**config.mk**
```make
export PLATFORM = sky130hd
export DESIGN_NAME = load_store_word_align_unit
export DESIGN_NICKNAME = d
export VERILOG_FILES = /design/src/hdl/lsu_align_pkg.sv /design/src/hdl/align_if.sv /design/src/hdl/byte_aligner.sv /design/src/hdl/load_store_word_align_unit.sv
export SDC_FILE = /design/constraint.sdc
export NUM_CORES = 1
export LEC_CHECK = 0
export BUFFER_PORTS_ARGS = -buffer_cell sky130_fd_sc_hd__buf_4
export CAP_MARGIN = 0
export CORE_ASPECT_RATIO = 1.5
export CORE_MARGIN = 10
export CORE_UTILIZATION = 37
export CTS_CLUSTER_DIAMETER = 60
export DETAILED_ROUTE_END_ITERATION = 7
export PLACE_DENSITY = 0.64
export SYNTH_ARGS = -nofsm -noshare
export SYNTH_HDL_FRONTEND = slang
export SYNTH_SLANG_ARGS = --single-unit
```
**constraint.sdc**
```tcl
create_clock -name ref_clk -period 3.1 [get_ports ref_clk]
set_input_delay 0.155 -clock ref_clk [delete_from_list [all_inputs] [get_ports ref_clk]]
set_output_delay 0.155 -clock ref_clk [all_outputs]
set_load 0.03 [all_outputs]
```
**src/hdl/lsu_align_pkg.sv**
```systemverilog
// Shared types and constants of the load/store alignment unit.
// Assumes a little-endian, 32-bit wide data memory path.
package lsu_align_pkg;

  localparam int unsigned DWORD_W  = 64;
  localparam int unsigned WORD_W   = 32;
  localparam int unsigned HALF_W   = 16;
  localparam int unsigned BYTE_W   = 8;
  localparam int unsigned OFFSET_W = 16;
  localparam int unsigned LANES    = 4;
  localparam int unsigned LANE_W   = 2;
  localparam int unsigned SIGN_BIT = 31;

  // Byte-enable patterns
  localparam logic [3:0] BE_NONE = 4'h0;
  localparam logic [3:0] BE_BYTE = 4'h1;
  localparam logic [3:0] BE_HALF = 4'h3;
  localparam logic [3:0] BE_WORD = 4'hf;

  // Reset values
  localparam logic [DWORD_W-1:0] DWORD_ZERO = 64'h0000_0000_0000_0000;
  localparam logic [WORD_W-1:0]  WORD_ZERO  = 32'h0000_0000;
  localparam logic [LANE_W-1:0]  LANE_ZERO  = 2'h0;

  // Operations handled by the unit
  typedef enum logic [2:0] {
    load_word_op,
    load_word_left_partial_op,
    load_word_right_partial_op,
    store_byte_op,
    store_halfword_op,
    store_word_op,
    store_word_left_partial_op,
    store_word_right_partial_op
  } op_t;

  typedef enum logic [1:0] {
    st_idle,
    st_issue,
    st_wait
  } state_t;

endpackage

```
**src/hdl/align_if.sv**
```systemverilog
// Carrier between the sequencer and the byte aligner.
// Assumes both ends run combinationally within one clock.
`timescale 1ns/1ps
interface align_if;
  import lsu_align_pkg::*;

  op_t                 op;
  logic [LANE_W-1:0]   lane;
  logic                mode64;
  logic [DWORD_W-1:0]  target_value;
  logic [WORD_W-1:0]   mem_word;
  logic [DWORD_W-1:0]  load_value;
  logic [WORD_W-1:0]   store_data;
  logic [LANES-1:0]    store_be;

  modport seq   (output op, lane, mode64, target_value, mem_word,
                 input load_value, store_data, store_be);
  modport align (input op, lane, mode64, target_value, mem_word,
                 output load_value, store_data, store_be);
endinterface

```
**src/hdl/byte_aligner.sv**
```systemverilog
// Combinational shift, merge and byte-enable logic for word accesses.
// Assumes lane 0 is the lowest byte address of a little-endian word.
`timescale 1ns/1ps
module byte_aligner
  import lsu_align_pkg::*;
(
  align_if.align a
);

  logic [WORD_W-1:0] shifted;
  logic [WORD_W-1:0] merged;
  logic [LANES-1:0]  keep_mem;
  logic [4:0]        sh_l;
  logic [4:0]        sh_r;

  // Shift amounts in bits, eight per lane, for left and right partial forms
  assign sh_l = {2'(LANES - 1) - a.lane, 3'h0};
  assign sh_r = {1'b0, a.lane, 2'h0} << 1;

  // Shifted memory word and lanes it covers
  always_comb begin
    unique case (a.op)
      load_word_left_partial_op: begin
        shifted  = a.mem_word << sh_l;
        keep_mem = BE_WORD << (2'(LANES - 1) - a.lane);
      end
      load_word_right_partial_op: begin
        shifted  = a.mem_word >> sh_r;
        keep_mem = BE_WORD >> a.lane;
      end
      default: begin
        shifted  = a.mem_word;
        keep_mem = BE_WORD;
      end
    endcase
  end

  // Merge with the destination bytes left uncovered
  for (genvar i = 0; i < LANES; i++) begin : g_merge
    assign merged[i*BYTE_W +: BYTE_W] = keep_mem[i] ? shifted[i*BYTE_W +: BYTE_W]
                                        : a.target_value[i*BYTE_W +: BYTE_W];
  end

  // Sign-extend in 64-bit mode, upper half zero otherwise
  assign a.load_value = a.mode64 ? {{WORD_W{merged[SIGN_BIT]}}, merged}
                                 : {WORD_ZERO, merged};

  // Store data placement and byte enables
  always_comb begin
    a.store_data = a.target_value[WORD_W-1:0];
    a.store_be   = BE_NONE;
    unique case (a.op)
      store_byte_op: begin
        a.store_data = {LANES{a.target_value[BYTE_W-1:0]}};
        a.store_be   = BE_BYTE << a.lane;
      end
      store_halfword_op: begin
        a.store_data = {2{a.target_value[HALF_W-1:0]}};
        a.store_be   = BE_HALF << {a.lane[1], 1'b0};
      end
      store_word_op: begin
        a.store_be   = BE_WORD;
      end
      store_word_left_partial_op: begin
        a.store_data = a.target_value[WORD_W-1:0] >> sh_l;
        a.store_be   = BE_WORD >> (2'(LANES - 1) - a.lane);
      end
      store_word_right_partial_op: begin
        a.store_data = a.target_value[WORD_W-1:0] << sh_r;
        a.store_be   = BE_WORD << a.lane;
      end
      default: begin
        a.store_be   = BE_NONE;
      end
    endcase
  end

endmodule

```
**src/hdl/load_store_word_align_unit.sv**
```systemverilog
// Load/store word alignment unit: address, memory request and writeback.
// Assumes the memory path answers each request with one mem_ack pulse.
//
// Overview of operation
// - Address is base plus sign-extended sixteen-bit offset.
// - Word load returns the addressed 32-bit word to the target.
// - In 64-bit mode the loaded word is sign-extended to 64 bits.
// - Left partial load shifts the addressed byte into the top lane.
// - Right partial load shifts the addressed byte into the bottom lane.
// - Partial loads merge shifted bytes with uncovered target bytes.
// - Byte store writes the target's low byte to one addressed lane.
// - Halfword store writes the target's low halfword to addressed half.
// - Left partial store shifts target right, top byte to addressed lane.
// - Left partial store writes only lanes zero up to the addressed lane.
// - Right partial store shifts target left, writes addressed lane upward.
`timescale 1ns/1ps
module load_store_word_align_unit
  import lsu_align_pkg::*;
(
  input  wire logic                ref_clk,
  input  wire logic                arst_n,
  input  wire logic                req_valid,
  input  wire op_t                 req_op,
  input  wire logic                mode64,
  input  wire logic [DWORD_W-1:0]  base_value,
  input  wire logic [OFFSET_W-1:0] offset,
  input  wire logic [DWORD_W-1:0]  target_register,
  output logic                     req_ready,
  output logic                     mem_req,
  output logic                     mem_we,
  output logic [DWORD_W-1:0]       mem_addr,
  output logic [LANES-1:0]         mem_be,
  output logic [WORD_W-1:0]        mem_wdata,
  input  wire logic [WORD_W-1:0]   mem_rdata,
  input  wire logic                mem_ack,
  output logic                     wb_valid,
  output logic [DWORD_W-1:0]       wb_data,
  output logic                     done
);

  state_t             state_q,  state_d;
  op_t                op_q,     op_d;
  logic               mode_q,   mode_d;
  logic [DWORD_W-1:0] tgt_q,    tgt_d;
  logic [DWORD_W-1:0] addr_q,   addr_d;
  logic               ready_q,  ready_d;
  logic               req_q,    req_d;
  logic               we_q,     we_d;
  logic [LANES-1:0]   be_q,     be_d;
  logic [WORD_W-1:0]  wdata_q,  wdata_d;
  logic               wbv_q,    wbv_d;
  logic [DWORD_W-1:0] wbd_q,    wbd_d;
  logic               done_q,   done_d;
  logic               is_store;
  logic [DWORD_W-1:0] virt_addr;
  logic               take;
  logic               answer;

  align_if al ();

  byte_aligner u_align (
    .a (al.align)
  );

  // Aligner works on the latched request
  assign al.op           = op_q;
  assign al.lane         = addr_q[LANE_W-1:0];
  assign al.mode64       = mode_q;
  assign al.target_value = tgt_q;
  assign al.mem_word     = mem_rdata;

  // Virtual address and access direction
  assign virt_addr = base_value + {{(DWORD_W-OFFSET_W){offset[OFFSET_W-1]}}, offset};
  assign is_store  = (op_q == store_byte_op) || (op_q == store_halfword_op) ||
                     (op_q == store_word_op) || (op_q == store_word_left_partial_op) ||
                     (op_q == store_word_right_partial_op);

  // Request taken while idle
  assign take = (state_q == st_idle) && req_valid && ready_q;

  // Memory answer while waiting
  assign answer = (state_q == st_wait) && mem_ack;

  // Control next state: sequencing, ready and completion
  always_comb begin
    state_d = state_q;
    ready_d = ready_q;
    done_d  = 1'b0;
    unique case (state_q)
      st_idle: begin
        if (take) begin
          ready_d = 1'b0;
          state_d = st_issue;
        end
      end
      st_issue: begin
        state_d = st_wait;
      end
      st_wait: begin
        if (answer) begin
          done_d  = 1'b1;
          ready_d = 1'b1;
          state_d = st_idle;
        end
      end
      default: begin
        ready_d = 1'b1;
        state_d = st_idle;
      end
    endcase
  end

  // Control registers
  always_ff @(posedge ref_clk or negedge arst_n) begin
    if (!arst_n) begin
      state_q <= st_idle;
      ready_q <= 1'b1;
      done_q  <= 1'b0;
    end else begin
      state_q <= state_d;
      ready_q <= ready_d;
      done_q  <= done_d;
    end
  end

  // Request capture next state, loaded only when taken
  always_comb begin
    op_d   = op_q;
    mode_d = mode_q;
    tgt_d  = tgt_q;
    addr_d = addr_q;
    if (take) begin
      op_d   = req_op;
      mode_d = mode64;
      tgt_d  = target_register;
      addr_d = virt_addr;
    end
  end

  // Request capture registers
  always_ff @(posedge ref_clk or negedge arst_n) begin
    if (!arst_n) begin
      op_q   <= load_word_op;
      mode_q <= 1'b0;
      tgt_q  <= DWORD_ZERO;
      addr_q <= DWORD_ZERO;
    end else begin
      op_q   <= op_d;
      mode_q <= mode_d;
      tgt_q  <= tgt_d;
      addr_q <= addr_d;
    end
  end

  // Memory request next state, held until the acknowledge
  always_comb begin
    req_d   = req_q;
    we_d    = we_q;
    be_d    = be_q;
    wdata_d = wdata_q;
    if (state_q == st_issue) begin
      req_d   = 1'b1;
      we_d    = is_store;
      be_d    = is_store ? al.store_be : BE_WORD;
      wdata_d = al.store_data;
    end else if (answer) begin
      req_d   = 1'b0;
      we_d    = 1'b0;
      be_d    = BE_NONE;
    end
  end

  // Memory request registers
  always_ff @(posedge ref_clk or negedge arst_n) begin
    if (!arst_n) begin
      req_q   <= 1'b0;
      we_q    <= 1'b0;
      be_q    <= BE_NONE;
      wdata_q <= WORD_ZERO;
    end else begin
      req_q   <= req_d;
      we_q    <= we_d;
      be_q    <= be_d;
      wdata_q <= wdata_d;
    end
  end

  // Writeback next state, loads only; stores leave the data alone
  always_comb begin
    wbv_d = 1'b0;
    wbd_d = wbd_q;
    if (answer && !is_store) begin
      wbv_d = 1'b1;
      wbd_d = al.load_value;
    end
  end

  // Writeback registers
  always_ff @(posedge ref_clk or negedge arst_n) begin
    if (!arst_n) begin
      wbv_q <= 1'b0;
      wbd_q <= DWORD_ZERO;
    end else begin
      wbv_q <= wbv_d;
      wbd_q <= wbd_d;
    end
  end

  // Outputs straight from flops
  assign req_ready = ready_q;
  assign mem_req   = req_q;
  assign mem_we    = we_q;
  assign mem_addr  = addr_q;
  assign mem_be    = be_q;
  assign mem_wdata = wdata_q;
  assign wb_valid  = wbv_q;
  assign wb_data   = wbd_q;
  assign done      = done_q;

endmodule

```
==> impl_metrics.csv <==
group,metric,value,unit
global_route,track_usage,23.8,%
critical_path,path_common_cell,"o21ai_0",
power,switching_share,50.5,%
power,p_comb_share,58.9,%
critical_path,critical_path_class,"input port to flop",
placed_design,dp_slack,-274,ps
clock_network,cts_buffer_depth,2,
routing,routed_via_density,5.44,
logic_synthesis,muxShareOfSynthArea,3.59,%
sta,max_freq,358,MHz
logic_synthesis,synthArstFlopShare,100,%
clock_network,cts-root-buf,"clkbuf_16",
min_path,worstHoldStart,"req_valid",
global_route,grt_first_pass_wirelength,78800,um
die,core,34400,sq um
logic_synthesis,postSynthCellCount,1627,
logic_synthesis,yosysTopAreaCell,"dfrtp_1",
logic_synthesis,syn-cell-area,12900,sq um
logic_synthesis,synth_simple_gate_area_share,16.8,%
logic_synthesis,ys_seq_elements,176,
sta,skew,9.92,ps
placed_design,globalplace.congestion,0.954,
routing,drt-initial-drc-count,927,
sta,period_share,90.2,%
die,start_util,37.5,%
status,status,"finished clean",
critical_path,crit_slowest_cell,"fa_1",
power,power_switching,8.04,mW
logic_synthesis,syn_nets,1875,
global_route,grt-ovfl-total,0,
logic_synthesis,synth_edf_count,0,
sta,worst_hold_slack,28.8,ps
power,power_density,940,nW/um^2
routing,drtPass1Iterations,8,
critical_path,crit_path_start,"offset[0]",
power,clock_power_share,12.7,%
logic_synthesis,syn_area_per_cell,7.92,sq um
logic_synthesis,ys.warnings.count,0,
sta,slew_headroom,42.5,%
critical_path,worstPathRequired,3420,ps
clock_network,cts_buffers,17,
final_layout,fin_nets,2215,
clock_network,path_clk_slew,70,ps
final_layout,drive_above_1_share,25.7,%
final_layout,final_common_cell,"buf_4",
critical_path,worstSetupStartpointType,"input port",
die,die_h,249,um
final_layout,fin_area,17000,sq um
clock_network,clock_latency,450,ps
logic_synthesis,synth_xor_area_share,4.01,%
logic_synthesis,seq_area_frac_synth,34.2,%
sta,fin_crit,2800,ps
placed_design,postPlaceCellArea,16000,sq um
die,die_area,42900,sq um
sta,timing.final.ws_setup,305,ps
placed_design,hpwl,41100,um
power,seqPwrFrac,28.4,%
critical_path,rr_startpoint,"mem_addr[1]",
critical_path,r2r_slack,580,ps
clock_network,cts_tree,"yes",
logic_synthesis,synth-adder-area-share,6.27,%
die,io_pins,353,
critical_path,critPathCaptureType,"flop",
critical_path,cp.arrival,3120,ps
logic_synthesis,synth_compound_area_share,29.7,%
power,internal-power,7.90,mW
die,die-width,172,um
critical_path,worstPathMaxFanout,3,
final_layout,area_delta_synth_final,31.6,%
sta,setup_viol,0,
min_path,hp-class,"input port to flop",
power,peakVddDrop,0.458,mV
sta,final_hold_viol_count,0,
global_route,grt_antenna_before_repair,4,
clock_network,cts.htree.levels,4,
clock_network,clkSinkCount,176,
sta,finalSetupTns,0,ps
logic_synthesis,ys_top_cells_by_area,"dfrtp_1 (34%), nand2_1 (9.0%), o21ai_0 (8.2%)",
routing,drt_drc_violations_left,0,
logic_synthesis,synth_cell_types,71,
final_layout,layout_common_cells,"buf_4 (419), nand2_1 (308), o21ai_0 (212)",
routing,wl,51900,um
run,maxCapViolCount,0,
logic_synthesis,synth_top_area_share,34.0,%
placed_design,port_buffers,320,
power,leakage,8.23,nW
sta,rsz0062_at_grt,"false",
routing,vias,13326,
routing,postRouteAntennaNets,0,
power,p_total,15.9,mW
sta,worstMarginPinSlew,863,ps
die,rows,83,
logic_synthesis,ys.flop_type,"dfrtp_1",
logic_synthesis,synth_top_family_by_area,"compound AO/OA/AOI/OAI gates",
sta,maxSlewViolCount,0,
critical_path,cp_slowest_stage_delay,430,ps
global_route,grt_start_max_net_pins,66,
critical_path,crit_chain,"buf_4 > ha_1 > fa_1 > a211oi_1 > o21ai_2 > o2111ai_2 > nor3_1 > o21ai_0 > buf_4 > o21ai_0 > a311oi_2 > o21ai_0 > xnor2_1 > o21ai_0",
routing,wl_per_cell,21.2,um
global_route,grt_pass1_vias,13502,
## cells in the mapped netlist (all sizes together) (10+ instances only)
library cell / count
buf: 44
dfrtp: 175
xor2: 27
o211ai: 11
nand2: 310
mux2: 26
a31oi: 14
a21oi: 174
ha: 63
mux2i: 17
o31ai: 12
o22ai: 17
clkbuf: 95
nand4: 19
nor2b: 12
a221oi: 16
nor3: 10
xnor2: 32
nand3: 19
a22oi: 18
nor2: 101
inv: 18
a21o: 62
o21ai: 217
o21a: 12
o21bai: 20
## metal layers
metal	wire length (um)	GRT usage (%)	up-vias
met5	0	0	-
met1	18800	24.5	6251
li1	-	-	6474
met3	3010	4.55	123
met2	27200	43.1	478
met4	2960	13.9	0
## state kept, by name (all words and copies together), names as in the netlist
| signal | count |
|---|---|
| mem_addr | 64 |
| wb_valid | 1 |
| done | 1 |
| mem_wdata | 32 |
| wb_data | 33 |
| al.target_value | 32 |
| mem_be | 4 |
| mem_we | 1 |
| al.mode64 | 1 |
| req_ready | 1 |
| state_q | 2 |
| mem_req | 1 |
| al.op | 3 |
## through the flow
step / instances / util (%)
global route: 2450 / 49.3
CTS: 2447 / 49.3
detailed placement: 2377 / 46.7
global placement: 2377 / 46.7
finish: 2451 / 49.3
floorplan: 1627 / -
## critical path: cells and delay by family
kind | cells | cell delay [ps]
XOR/XNOR | 1 | 130
AO/OA/AOI/OAI | 8 | 1770
AND/OR/NAND/NOR | 1 | 120
buffers and inverters | 2 | 290
adder cells (fa/ha/maj) | 2 | 650
## power by group through the flow
stage | Sequential [mW] | Combinational (mW) | Clock (mW)
floorplan | 5.78 | 4.22 | 0
global placement | 4.52 | 9.28 | 0
detailed placement | 4.55 | 9.34 | 0
CTS | 4.52 | 9.40 | 2.08
global route | 4.67 | 10.1 | 2.15
finish | 4.52 | 9.39 | 2.02
## worst paths after layout
check	cells after the start	end
worst max-delay path	14	mem_addr[40]
worst min-delay path	4	req_ready
max in group asynchronous	3	mem_addr[0]
worst min register to register	2	mem_addr[20]
worst max register to register	6	wb_data[13]
min in group asynchronous	2	mem_wdata[4]
## logic make-up (layout without fill, tap and decap cells)
group,after synthesis,count (layout)
AOI/OAI and AO/OA,616,616
xor gates and xnor gates,59,59
adders and majority gates,64,64
buffers and inverters,157,510
DFF,176,176
muxes,43,43
other,0,4
and+or+nand+nor,512,512
## layout make-up
type,instances,area (sq um)
Fill cell,3373,17400
Multi-Input combinational cell,1294,7790
Sequential cell,176,4410
Timing Repair Buffer,460,3580
Tap cell,467,584
Clock buffer,20,437
Clock inverter,12,90.1
Inverter,18,67.6
Antenna cell,4,10.0
## timing repair
item,in CTS,in global routing
endpoints found under the setup margin,0,1
endpoints found under the hold margin,99,0
gates resized for setup,0,1
hold buffers,38,0
setup buffers,0,0
(Power assumes the default switching activity.)
